**config.mk**
```make
export PLATFORM = sky130hd
export DESIGN_NAME = dci_cmd_addr_in
export DESIGN_NICKNAME = d
export VERILOG_FILES = /design/src/dci_pkg.sv /design/src/dci_cmd_addr_in.sv /design/src/dci_skid2.sv
export SDC_FILE = /design/constraint.sdc
export NUM_CORES = 1
export LEC_CHECK = 0
export ABC_CLOCK_PERIOD_IN_PS = 4700
export BUFFER_PORTS_ARGS = -buffer_cell sky130_fd_sc_hd__clkbuf_2
export CORE_MARGIN = 3
export CORE_UTILIZATION = 60
export CTS_CLUSTER_SIZE = 8
export DETAILED_ROUTE_END_ITERATION = 8
export PLACE_DENSITY = 0.81
export SLEW_MARGIN = 40
export SYNTH_ARGS = -nofsm -noshare
export SYNTH_HDL_FRONTEND = slang
export SYNTH_SLANG_ARGS = --single-unit
```
**constraint.sdc**
```tcl
create_clock -name clk_i -period 4.7 [get_ports clk_i]
set_clock_uncertainty 0.05 [all_clocks]
set_input_delay 0.94 -clock clk_i [delete_from_list [all_inputs] [get_ports clk_i]]
set_output_delay 0.94 -clock clk_i [all_outputs]
set_load 0.02 [all_outputs]
```
**src/dci_pkg.sv**
```systemverilog
package dci_pkg;

  ////////////////////////////////////////////////////////////////////////////
  // Array geometry
  localparam int ROW_W = 13;            // Row address width
  localparam int COL_W = 10;            // Column address width
  localparam int BA_W = 3;              // Bank address width
  localparam int NBANK = 8;             // Number of banks
  localparam int DQ_W = 16;             // Data lane width per beat
  localparam int MR_W = 13;             // Mode register width
  localparam int NMR = 4;               // Number of mode registers

  ////////////////////////////////////////////////////////////////////////////
  // Address bit roles
  localparam int AP_BIT = 10;           // Auto precharge / all banks
  localparam int BC_BIT = 12;           // On-the-fly burst chop

  ////////////////////////////////////////////////////////////////////////////
  // Mode register fields
  localparam int MR0_BL_LSB = 0;        // Burst length code, 2 bits
  localparam int MR0_BT_BIT = 3;        // Burst type, 1 = interleaved
  localparam int MR0_CL_LSB = 4;        // Read latency code, 3 bits
  localparam int MR1_RTT_BIT = 2;       // Termination enable
  localparam int MR1_AL_LSB = 3;        // Additive latency code, 2 bits
  localparam int MR2_CWL_LSB = 3;       // Write latency code, 3 bits
  localparam logic [12:0] MR_RST = 13'h0000;

  ////////////////////////////////////////////////////////////////////////////
  // Latency figures in clock cycles
  localparam logic [3:0] CL_BASE = 4'h5;
  localparam logic [3:0] CL_TOP = 4'hd;
  localparam logic [2:0] CL_TOP_CODE = 3'h7;
  localparam logic [3:0] CWL_BASE = 4'h5;
  localparam logic [3:0] CWL_MAX = 4'h9;
  localparam logic [1:0] AL_CL1 = 2'h1;
  localparam logic [1:0] AL_CL2 = 2'h2;

  ////////////////////////////////////////////////////////////////////////////
  // Burst settings
  localparam logic [1:0] BL_FIX8 = 2'h0;
  localparam logic [1:0] BL_OTF = 2'h1;
  localparam logic [1:0] BL_BC4 = 2'h2;
  localparam logic [2:0] CLK_BL8 = 3'h4;  // Clocks for eight beats
  localparam logic [2:0] CLK_BC4 = 3'h2;  // Clocks for four beats

  ////////////////////////////////////////////////////////////////////////////
  // Commands, coded as row strobe, column strobe, write enable
  typedef enum logic [2:0] {
    CMD_MRS = 3'h0,
    CMD_REF = 3'h1,
    CMD_PRE = 3'h2,
    CMD_ACT = 3'h3,
    CMD_WR = 3'h4,
    CMD_RD = 3'h5,
    CMD_ZQ = 3'h6,
    CMD_NOP = 3'h7
  } dci_cmd_e;

  // Power states
  typedef enum logic [1:0] {
    PW_RUN = 2'b00,
    PW_PDP = 2'b01,
    PW_SR = 2'b11,
    PW_PDA = 2'b10
  } dci_pwr_e;

  // Pin sample, one per clock
  typedef struct packed {
    logic cs_n;
    logic ras_n;
    logic cas_n;
    logic we_n;
    logic cke;
    logic odt;
    logic [BA_W-1:0] ba;
    logic [ROW_W-1:0] a;
    logic [2*DQ_W-1:0] wd;
    logic [3:0] dm;
  } dci_pin_s;

  // Pin sample after reset: deselected, clock enable high
  localparam dci_pin_s PIN_RST = '{cs_n: 1'b1, ras_n: 1'b1, cas_n: 1'b1, we_n: 1'b1,
                                   cke: 1'b1, default: '0};

endpackage

```
**src/dci_cmd_addr_in.sv**
```systemverilog
module dci_cmd_addr_in (
  input wire logic clk_i,
  input wire logic rst_i,
  input wire logic cs_n_i,
  input wire logic ras_n_i,
  input wire logic cas_n_i,
  input wire logic we_n_i,
  input wire logic cke_i,
  input wire logic odt_i,
  input wire logic [dci_pkg::BA_W-1:0] ba_i,
  input wire logic [dci_pkg::ROW_W-1:0] a_i,
  input wire logic [2*dci_pkg::DQ_W-1:0] wr_pins_i,
  input wire logic [3:0] dm_pins_i,
  input wire logic rd_valid_i,
  output logic rd_ready_o,
  input wire logic [2*dci_pkg::DQ_W-1:0] rd_data_i,
  output logic act_o,
  output logic rd_o,
  output logic wr_o,
  output logic pre_o,
  output logic pre_all_o,
  output logic mrs_o,
  output logic [dci_pkg::BA_W-1:0] bank_o,
  output logic [dci_pkg::ROW_W-1:0] row_o,
  output logic [dci_pkg::COL_W-1:0] col_o,
  output logic auto_pre_o,
  output logic chop_o,
  output logic burst_il_o,
  output logic [dci_pkg::NBANK-1:0] open_o,
  output dci_pkg::dci_pwr_e pwr_o,
  output logic clk_run_o,
  output logic cmd_buf_en_o,
  output logic odt_buf_en_o,
  output logic term_o,
  output logic [3:0] cl_o,
  output logic [3:0] cwl_o,
  output logic [4:0] rl_o,
  output logic [4:0] wl_o,
  output logic dq_oe_o,
  output logic [dci_pkg::DQ_W-1:0] dq_rise_o,
  output logic [dci_pkg::DQ_W-1:0] dq_fall_o,
  output logic rd_miss_o,
  output logic wr_valid_o,
  output logic [2*dci_pkg::DQ_W-1:0] wr_data_o,
  output logic [3:0] wr_be_o
);
  import dci_pkg::*;

  ////////////////////////////////////////////////////////////////////////////
  // State
  typedef struct packed {
    dci_pin_s s1;                   // First sync stage
    dci_pin_s s2;                   // Second sync stage
    dci_pwr_e pwr;                  // Power state
    logic [NBANK-1:0] open;         // Banks with a row open
    logic [NMR-1:0][MR_W-1:0] mr;   // Mode registers
    logic act;
    logic rd;
    logic wr;
    logic pre;
    logic pre_all;
    logic mrs;
    logic [BA_W-1:0] bank;
    logic [ROW_W-1:0] row;
    logic [COL_W-1:0] col;
    logic ap;
    logic chop;
    logic [3:0] cl;
    logic [3:0] cwl;
    logic [4:0] rl;
    logic [4:0] wl;
    logic run;
    logic cmd_en;
    logic odt_en;
    logic term;
    logic [4:0] rd_wait;            // Cycles to first read beat
    logic [2:0] rd_left;            // Read clocks still to drive
    logic rd_chop;
    logic [4:0] wr_wait;            // Cycles to first write beat
    logic [2:0] wr_left;            // Write clocks still to take
    logic wr_chop;
    logic dq_oe;
    logic [DQ_W-1:0] dq_rise;
    logic [DQ_W-1:0] dq_fall;
    logic rd_miss;
    logic wr_valid;
    logic [2*DQ_W-1:0] wr_data;
    logic [3:0] wr_be;
  } dci_st_s;

  dci_st_s q, d;
  dci_pin_s p;                      // Synchronised pin sample
  dci_cmd_e cmd_raw;                // Command as coded on the pins
  dci_cmd_e cmd;                    // Command actually accepted
  logic run_now;                    // Logic clocks running
  logic rd_issue;                   // Drive a read clock this cycle
  logic wr_issue;                   // Take a write clock this cycle
  logic [3:0] al;                   // Additive latency
  logic buf_valid;
  logic [2*DQ_W-1:0] buf_data;
  logic buf_rdy;

  ////////////////////////////////////////////////////////////////////////////
  // Command decode from chip select and the three strobes
  function automatic dci_cmd_e cmd_of(input dci_pin_s s);
    // Deselect masks everything
    if (s.cs_n)
    begin
      return CMD_NOP;
    end
    return dci_cmd_e'({s.ras_n, s.cas_n, s.we_n});
  endfunction

  // Read latency code to cycles
  function automatic logic [3:0] cl_of(input logic [2:0] c);
    return (c == CL_TOP_CODE) ? CL_TOP : CL_BASE + {1'b0, c};
  endfunction

  // Burst chop for one column command
  function automatic logic chop_of(input logic [1:0] bl, input logic a12);
    // Fixed modes ignore the address bit
    return (bl == BL_OTF) ? !a12 : (bl == BL_BC4);
  endfunction

  ////////////////////////////////////////////////////////////////////////////
  // Read data buffer between source and pins
  dci_skid2 #(
    .W(2*DQ_W)
  ) u_rd_buf (
    .clk_i(clk_i),
    .rst_i(rst_i),
    .in_valid_i(rd_valid_i),
    .in_ready_o(buf_rdy),
    .in_data_i(rd_data_i),
    .out_valid_o(buf_valid),
    .out_ready_i(rd_issue),
    .out_data_o(buf_data)
  );

  ////////////////////////////////////////////////////////////////////////////
  // Next state
  always_comb
  begin
    d = q;
    p = q.s2;
    // All pins sampled on the rising edge, two stages deep
    d.s1 = '{cs_n: cs_n_i, ras_n: ras_n_i, cas_n: cas_n_i, we_n: we_n_i,
             cke: cke_i, odt: odt_i, ba: ba_i, a: a_i,
             wd: wr_pins_i, dm: dm_pins_i};
    d.s2 = q.s1;
    cmd_raw = cmd_of(p);
    // Commands only while running with clock enable high
    run_now = (q.pwr == PW_RUN);
    cmd = (run_now && p.cke) ? cmd_raw : CMD_NOP;
    d.act = 1'b0;
    d.rd = 1'b0;
    d.wr = 1'b0;
    d.pre = 1'b0;
    d.pre_all = 1'b0;
    d.mrs = 1'b0;

    // Power state on clock enable
    unique case (q.pwr)
      PW_RUN:
      begin
        // Enable low: refresh code enters self-refresh
        if (!p.cke)
        begin
          if (!p.cs_n && cmd_raw == CMD_REF)
          begin
            d.pwr = PW_SR;
          end
          else
          begin
            d.pwr = (|q.open) ? PW_PDA : PW_PDP;
          end
        end
      end
      PW_PDP, PW_PDA:
      begin
        // Exit on enable high
        if (p.cke)
        begin
          d.pwr = PW_RUN;
        end
      end
      PW_SR:
      begin
        // Enable is the only live input here
        if (p.cke)
        begin
          d.pwr = PW_RUN;
        end
      end
    endcase

    // Buffer and clock enables follow the next state
    d.run = (d.pwr == PW_RUN);
    d.cmd_en = (d.pwr == PW_RUN);
    d.odt_en = (d.pwr != PW_SR);
    // Termination gated by its buffer and by the mode setting
    d.term = (q.pwr != PW_SR) && p.odt && q.mr[1][MR1_RTT_BIT];

    // Latencies from mode registers
    d.cl = cl_of(q.mr[0][MR0_CL_LSB +: 3]);
    unique case (q.mr[1][MR1_AL_LSB +: 2])
      AL_CL1: al = q.cl - 4'h1;
      AL_CL2: al = q.cl - 4'h2;
      default: al = 4'h0;
    endcase
    d.rl = {1'b0, al} + {1'b0, q.cl};
    d.wl = q.rl - 5'h1;
    d.cwl = CWL_BASE + {1'b0, q.mr[2][MR2_CWL_LSB +: 3]};
    if (d.cwl > CWL_MAX)
    begin
      d.cwl = CWL_MAX;
    end

    // Accepted command
    unique case (cmd)
      CMD_ACT:
      begin
        d.act = 1'b1;
        d.bank = p.ba;
        d.row = p.a;
        d.open[p.ba] = 1'b1;
      end
      CMD_RD, CMD_WR:
      begin
        d.rd = (cmd == CMD_RD);
        d.wr = (cmd == CMD_WR);
        d.bank = p.ba;
        d.col = p.a[COL_W-1:0];
        d.ap = p.a[AP_BIT];
        d.chop = chop_of(q.mr[0][MR0_BL_LSB +: 2], p.a[BC_BIT]);
        // Auto precharge closes the bank
        if (p.a[AP_BIT])
        begin
          d.open[p.ba] = 1'b0;
        end
      end
      CMD_PRE:
      begin
        d.pre = 1'b1;
        d.bank = p.ba;
        d.pre_all = p.a[AP_BIT];
        if (p.a[AP_BIT])
        begin
          d.open = '0;
        end
        else
        begin
          d.open[p.ba] = 1'b0;
        end
      end
      CMD_MRS:
      begin
        // Top bank bit must be low to select a register
        if (!p.ba[BA_W-1])
        begin
          d.mrs = 1'b1;
          d.mr[p.ba[1:0]] = p.a;
        end
      end
      default:
      begin
        // Refresh, calibration and no-operation do nothing here
        d.act = 1'b0;
      end
    endcase

    // Read burst, one in flight; counters stop while clocks are off
    rd_issue = run_now && ((q.rd_wait == 5'h1) || (q.rd_left != 3'h0));
    d.dq_oe = 1'b0;
    d.rd_miss = 1'b0;
    if (run_now)
    begin
      if (d.rd && q.rd_wait == 5'h0 && q.rd_left == 3'h0)
      begin
        d.rd_wait = q.rl;
        d.rd_chop = d.chop;
      end
      else if (q.rd_wait != 5'h0)
      begin
        d.rd_wait = q.rd_wait - 5'h1;
      end
    end
    if (rd_issue)
    begin
      // Two beats per clock, one on each crossing
      d.dq_oe = 1'b1;
      d.dq_rise = buf_data[DQ_W-1:0];
      d.dq_fall = buf_data[2*DQ_W-1:DQ_W];
      d.rd_miss = !buf_valid;
      if (q.rd_wait == 5'h1)
      begin
        d.rd_left = (q.rd_chop ? CLK_BC4 : CLK_BL8) - 3'h1;
      end
      else
      begin
        d.rd_left = q.rd_left - 3'h1;
      end
    end

    // Write burst, one in flight
    wr_issue = run_now && ((q.wr_wait == 5'h1) || (q.wr_left != 3'h0));
    d.wr_valid = 1'b0;
    if (run_now)
    begin
      if (d.wr && q.wr_wait == 5'h0 && q.wr_left == 3'h0)
      begin
        d.wr_wait = q.wl;
        d.wr_chop = d.chop;
      end
      else if (q.wr_wait != 5'h0)
      begin
        d.wr_wait = q.wr_wait - 5'h1;
      end
    end
    if (wr_issue)
    begin
      // Masked lanes lose their byte enable
      d.wr_valid = 1'b1;
      d.wr_data = p.wd;
      d.wr_be = ~p.dm;
      if (q.wr_wait == 5'h1)
      begin
        d.wr_left = (q.wr_chop ? CLK_BC4 : CLK_BL8) - 3'h1;
      end
      else
      begin
        d.wr_left = q.wr_left - 3'h1;
      end
    end
  end

  ////////////////////////////////////////////////////////////////////////////
  // State register
  always_ff @(posedge clk_i)
  begin
    if (rst_i)
    begin
      q <= '0;
      // Sync stages start idle, so no false power-down follows reset
      q.s1 <= PIN_RST;
      q.s2 <= PIN_RST;
    end
    else
    begin
      q <= d;
    end
  end

  ////////////////////////////////////////////////////////////////////////////
  // Outputs
  assign rd_ready_o = buf_rdy;
  assign act_o = q.act;
  assign rd_o = q.rd;
  assign wr_o = q.wr;
  assign pre_o = q.pre;
  assign pre_all_o = q.pre_all;
  assign mrs_o = q.mrs;
  assign bank_o = q.bank;
  assign row_o = q.row;
  assign col_o = q.col;
  assign auto_pre_o = q.ap;
  assign chop_o = q.chop;
  assign burst_il_o = q.mr[0][MR0_BT_BIT];
  assign open_o = q.open;
  assign pwr_o = q.pwr;
  assign clk_run_o = q.run;
  assign cmd_buf_en_o = q.cmd_en;
  assign odt_buf_en_o = q.odt_en;
  assign term_o = q.term;
  assign cl_o = q.cl;
  assign cwl_o = q.cwl;
  assign rl_o = q.rl;
  assign wl_o = q.wl;
  assign dq_oe_o = q.dq_oe;
  assign dq_rise_o = q.dq_rise;
  assign dq_fall_o = q.dq_fall;
  assign rd_miss_o = q.rd_miss;
  assign wr_valid_o = q.wr_valid;
  assign wr_data_o = q.wr_data;
  assign wr_be_o = q.wr_be;
endmodule

```
**src/dci_skid2.sv**
```systemverilog
module dci_skid2 #(
  parameter int W = 32
) (
  input wire logic clk_i,
  input wire logic rst_i,
  input wire logic in_valid_i,
  output logic in_ready_o,
  input wire logic [W-1:0] in_data_i,
  output logic out_valid_o,
  input wire logic out_ready_i,
  output logic [W-1:0] out_data_o
);

  // Two entries, head first
  typedef struct packed {
    logic [W-1:0] e0;
    logic [W-1:0] e1;
    logic [1:0] n;
    logic rdy;
  } dci_skid_s;

  dci_skid_s q, d;
  logic push;
  logic pop;

  ////////////////////////////////////////////////////////////////////////////
  // Next state
  always_comb
  begin
    d = q;
    push = in_valid_i && q.rdy;
    pop = out_ready_i && (q.n != 2'h0);
    // Shift head out
    if (pop)
    begin
      d.e0 = q.e1;
    end
    // Write into first free slot after the shift
    if (push)
    begin
      if ((q.n - {1'b0, pop}) == 2'h0)
      begin
        d.e0 = in_data_i;
      end
      else
      begin
        d.e1 = in_data_i;
      end
    end
    d.n = q.n + {1'b0, push} - {1'b0, pop};
    d.rdy = (d.n != 2'h2);
  end

  // State register
  always_ff @(posedge clk_i)
  begin
    if (rst_i)
    begin
      q <= '0;
      q.rdy <= 1'b1;
    end
    else
    begin
      q <= d;
    end
  end

  assign in_ready_o = q.rdy;
  assign out_valid_o = (q.n != 2'h0);
  assign out_data_o = q.e0;

endmodule
```
# --- Word-level counts from Yosys, hierarchy flattened ---
# Index checks and enable logic that the tools add are counted.
op_classes:
  add_sub_neg: 15
  n_lt_le_gt_ge: 5
  eq_ne: 19
  mux: 40
  bitwise: 9
  n_reduce_logical: 51
ops:
  columns: ["cell", "count"]
  rows:
  - ["two-way mux 32 bit", 3]
  - ["two-way mux 64 bit", 1]
  - ["bitwise mux 52 bit", 1]
  - ["two-way mux 37 bit", 1]
  - ["two-way mux 34 bit", 1]
  - ["demux 13 bit (select 2 bit)", 1]
  - ["one-hot mux 8 bit (3 select lines)", 1]
  - ["two-way mux 3 bit", 7]
  - ["two-way mux 5 bit", 4]
  - ["two-way mux 8 bit", 2]
  - ["subtractor 5 x 1 -> 5 bit, second input constant", 3]
  - ["logical AND 1 bit", 14]
  - ["AND reduction 2 bit", 7]
  - ["two-way mux 13 bit", 1]
  - ["two-way mux 2 bit", 6]
  - ["OR reduction 2 bit", 6]
  - ["subtractor 3 x 1 -> 3 bit, second input constant", 4]
  - ["== test 5 x 1 -> 1 bit, second input constant", 2]
  - ["zero test 5 bit", 2]
  - ["nonzero test 5 bit", 2]
  - ["== test 3 bit, second input constant", 3]
  - ["zero test 3 bit", 3]
  - ["nonzero test 3 bit", 3]
  - ["adder 3 x 3 -> 4 bit, first input constant", 2]
  - ["other kinds (32)", 59]
word_totals:
  ff_bits: 389
  output_inout_bits: 139
  wordCells: 202

# --- Longest topological paths before layout ---
logic_depth:
  word_depth: 10
  depth_mapped: 13
  mapped_depth_nobuf: 12

# --- Modules after synthesis ---
# From an unflattened synthesis, not the netlist that was laid out.
hier_totals:
  cells_unflattened: 1539
  hier_area_um2: 13774.5
by_module_without_submodules:
  columns: ["mod", "instances", "cells_each", "area_each_um2"]
  rows:
  - ["dci_cmd_addr_in", 1, 1173, 10681.5]
  - ["dci_skid2", 1, 366, 3093.0]

# --- Worst setup path after synthesis ---
# OpenSTA, ideal clock, no wires.
synth_path:
  path_type: "register to register"
  start: "register q[85] (netlist bit)"
  end: "register u_rd_buf.q, in the netlist u_rd_buf.out_data_o[10]"
  setup_ns: 0.091
  t_arrival_ns: 2.439
  t_required_ns: 4.559
  slack_ns: 2.120
  stages_incl_launch_ff: 13
  cell_sequence: "dfxtp_1 inv_1 ha_1 nor4b_2 o211ai_2 inv_2 buf_2 ha_1 nor2b_1 nand2_1 clkbuf_1 nor2_1 a311oi_1"
synth_between:
  elab_chain_len: 8
  word_cells_on_any_way: 9
synth_rtl:
  columns: ["element", "line", "text"]
  rows:
  - ["from (decl)", "dci_cmd_addr_in.sv:91", "dci_st_s q, d;"]
  - ["== test 5 x 1 -> 1 bit (*)", "dci_cmd_addr_in.sv:273", "rd_issue = run_now && ((q.rd_wait == 5'h1) || (q.rd_left != 3'h0));"]
  - ["logical OR 1 bit (*)", "dci_cmd_addr_in.sv:273", null]
  - ["logical AND 1 bit (*)", "dci_cmd_addr_in.sv:273", null]
  - ["logical AND 1 bit (*)", "dci_skid2.sv:32", "pop = out_ready_i && (q.n != 2'h0);"]
  - ["subtractor 2 x 1 -> 2 bit", "dci_skid2.sv:41", "if ((q.n - {1'b0, pop}) == 2'h0)"]
  - ["zero test 2 bit", "dci_skid2.sv:41", null]
  - ["two-way mux 32 bit", "dci_skid2.sv:41", null]
  - ["two-way mux 64 bit (*)", "dci_skid2.sv:39", "if (push)"]
  - ["to (decl)", "dci_skid2.sv:22", "dci_skid_s q, d;"]
# Mark *: on every way between the ends. The rest lies on a longest branch, timed or not.
# A chain may end at the register's enable or synchronous reset.

# --- Worst setup path after layout ---
layout_path:
  start: "register q[84] (netlist bit)"
  end: "register u_rd_buf.q[22] (netlist bit)"
layout_between:
  elab_chain_len: 8
layout_rtl:
  columns: ["element", "line"]
  rows:
  - ["== test 5 x 1 -> 1 bit", "dci_cmd_addr_in.sv:273"]
  - ["logical OR 1 bit", "dci_cmd_addr_in.sv:273"]
  - ["logical AND 1 bit", "dci_cmd_addr_in.sv:273"]
  - ["logical AND 1 bit", "dci_skid2.sv:32"]
  - ["subtractor 2 x 1 -> 2 bit", "dci_skid2.sv:41"]
  - ["zero test 2 bit", "dci_skid2.sv:41"]
  - ["NOT 1 bit (no source line)", null]
  - ["AND reduction 2 bit (no source line)", null]
# Every way passes these cells.

==> impl_metrics.toml <==
[outcome]
status = "finished clean"

[route]
vias_per_cell = 5.31
drt_iter0_drc = 694
wirelength_um = 27900
drc = 0
vias = 9794
ant_nets = 0
routedWlPerCell_um = 15.1
drt_pass1_iterations = 5

[sta]
rsz0062_at_grt = "false"
fin_crit_ps = 3500
setup-tns-final_ps = 0
maxSlewViolCount = 0
fmax_mhz = 286
slew_headroom_pct = 47.5
hold_viol = 0
setup_viol = 0
tightest_slew_ps = 787
final.period_utilization_pct = 74.4

[pwr]
finalPower_w = 0.00902
p_comb_share_pct = 25.6
power_frac_seq_pct = 41.1
p_int_w = 0.00616
p_sw_share_pct = 31.7
leakagePower_nw = 6.39
p_sw_w = 0.00286
pwr-share-clk_pct = 33.3
pwr_density_cell_mw_per_mm2 = 597
max-vdd-ir-drop_v = 0.000400

[grt]
grt_first_pass_wirelength_um = 45700
grt_overflow_total = 0
grt_pass1_vias = 9433
grt_usage_pct = 22.4
antenna_found_initial = 0
grt_max_degree = 161

[critical_path]
cp.required_ps = 5090
cp.arrival_ps = 3890
critPathMaxStageDelay_ps = 560
cp_common_cell = "ha_1"
path_max_fanout = 34
start_kind = "register"
slowest_stage = "nand2b_1"
critPathLaunch = "q[84]"
cp-end-kind = "register"
path_cells = "ha_1, nor4b_2, o211ai_2, inv_2, ha_1, nor2b_1, nand2b_1, buf_4, nand2_1, a21oi_1"
path_class = "reg -> reg"
reg2reg_from = "q[84]"

[placement]
io_buffers = 231
gp_congestion = 0.838
placed_cells = 1791
place_hpwl_um = 18300

[flow_run]
cap_viol_max_count = 0

[logic_synthesis]
yosysWarnings = 0
synth_edf_count = 0
seq_area_frac_synth_pct = 51.9
synth_top_area_cell = "dfxtp_1"
yosys-top-cells-area = "dfxtp_1, nand2_1, buf_4"
synthesis.nets = 1601
syn-instance-count = 1483
ys_seq_elements = 349
avgSynthCellArea_sq_um = 9.08
ys.flop_type = "dfxtp_1"
synth_common_cells = "dfxtp_1, nand2_1, nor2_1, buf_4, nor2b_1"
netlist-cell-type-count = 61
yosysMostFrequentCell = "dfxtp_1"
netlist_area_sq_mm = 0.0135
async_flop_share_pct = 0
synth_top_area_share_pct = 51.9

[die]
core-area_sq_mm = 0.0220
die_h_um = 156
die_area_sq_mm = 0.0243
dieWidth_um = 156
rows = 54
initial_core_util_pct = 61.3
io_pins = 232

[cts]
post_cts_buffers = 0
clockRootBuffer = "clkbuf_16"
insertion_delay_ps = 520
cts_made_buffers = 49
cts_sinks = 349
cts.clk_slew.worst_paths_ps = 50
postCtsHoldBufs = 0
cts_tree = "built"
clockBufferDepth = 3
cts_htree_levels = 2
ctsResizeCount = 0

[final_layout]
area_growth_pct = 12.1
drive_gt1_share_pct = 21.1
nFillCells = 1721
antenna_cells = 0
stdcell_count = 1844
nets = 1680

[hold_path]
hp-class = "reg -> reg"
hold_path_startpoint = "p[0]"
==> flip-flops by register name, indices dropped and copies added, names as in the netlist, 4 cells and up <==
signal	flops
d	58
p	58
u_rd_buf.q	34
u_rd_buf.out_data_o	32
wr_data_o	32
q	29
dq_fall_o	16
dq_rise_o	16
row_o	13
col_o	10
open_o	8
rl_o	5
wl_o	5
cl_o	4
cwl_o	4
wr_be_o	4
==> routing by layer <==
metal	vias up	track usage [%]	share of wire, %
met4	0	6.73	2.5
met5	-	0	0
met3	54	5.96	7.2
met1	4530	28.7	43
li1	4903	-	-
met2	307	37.5	47
==> layout make-up <==
| type | instances | area, sq um | share of cell area, % |
|---|---|---|---|
| Sequential cell | 349 | 6990 | 46.3 |
| Multi-Input combinational cell | 900 | 5120 | 33.9 |
| Clock buffer | 51 | 1280 | 8.45 |
| Timing Repair Buffer | 241 | 1270 | 8.39 |
| Tap cell | 280 | 350 | 2.32 |
| Inverter | 21 | 78.8 | 0.522 |
| Clock inverter | 2 | 13.8 | 0.0912 |
==> power groups by stage <==
stage          Clock [W]  Combinational, W  Sequential (W)
6_report         0.00300           0.00231         0.00371
5_1_grt          0.00320           0.00258         0.00376
4_1_cts          0.00307           0.00232         0.00371
3_5_place_dp           0           0.00231         0.00376
3_3_place_gp           0           0.00222         0.00374
2_1_floorplan          0           0.00192         0.00369
==> through the flow <==
stage	setup WS, ps	hold WS [ps]	utilization [%]	cell area (sq um)
2_1_floorplan	2120	339	-	13500
3_3_place_gp	1330	342	62.8	13800
3_5_place_dp	1190	348	62.8	13800
4_1_cts	1170	354	68.7	15100
5_1_grt	819	371	68.8	15100
6_report	1200	356	68.8	15100
==> cells in the final DEF (no fill, tap or decap), types with 6 or more instances in the layout <==
master and instances:
nand3_1 12, nand3b_1 6, a211oi_1 6, o21ai_0 13, nand2_1 260, nor2b_1 114, or3_1 10, ha_1 24
dfxtp_1 349, a311oi_1 34, clkbuf_16 51, mux2i_1 53, clkbuf_2 230, nor3b_1 6, nor2_1 125, nor4_1 7
a31oi_1 6, nor3_1 23, inv_1 20, a21oi_1 112, or2_2 13, buf_4 8
==> path summary, 6_finish.rpt <==
kind,end,slack [ps],depth (start not counted)
hold reg to reg,wr_be_o[0],360,1
hold / removal,wr_be_o[0],360,1
setup reg to reg,u_rd_buf.q[22],1200,10
setup / recovery,u_rd_buf.q[22],1200,10
==> worst max-delay path: cells and delay by family (launching register included) <==
kind                       cells  cell delay [ps]
AOI/OAI and AO/OA              2              320
and+or+nand+nor                4             1390
buffers and inverters          2              810
adders and majority gates      2              440
DFF                            1              390
==> cell families after synthesis <==
logic type	share of synthesized area, %
AND/OR/NAND/NOR	22.1
flip-flops	51.9
buffers and inverters	10.3
AO/OA/AOI/OAI	8.75
multiplexers	4.11
adder cells (fa/ha/maj)	2.38
XOR/XNOR	0.521
Power figures use the tool's default switching activity.
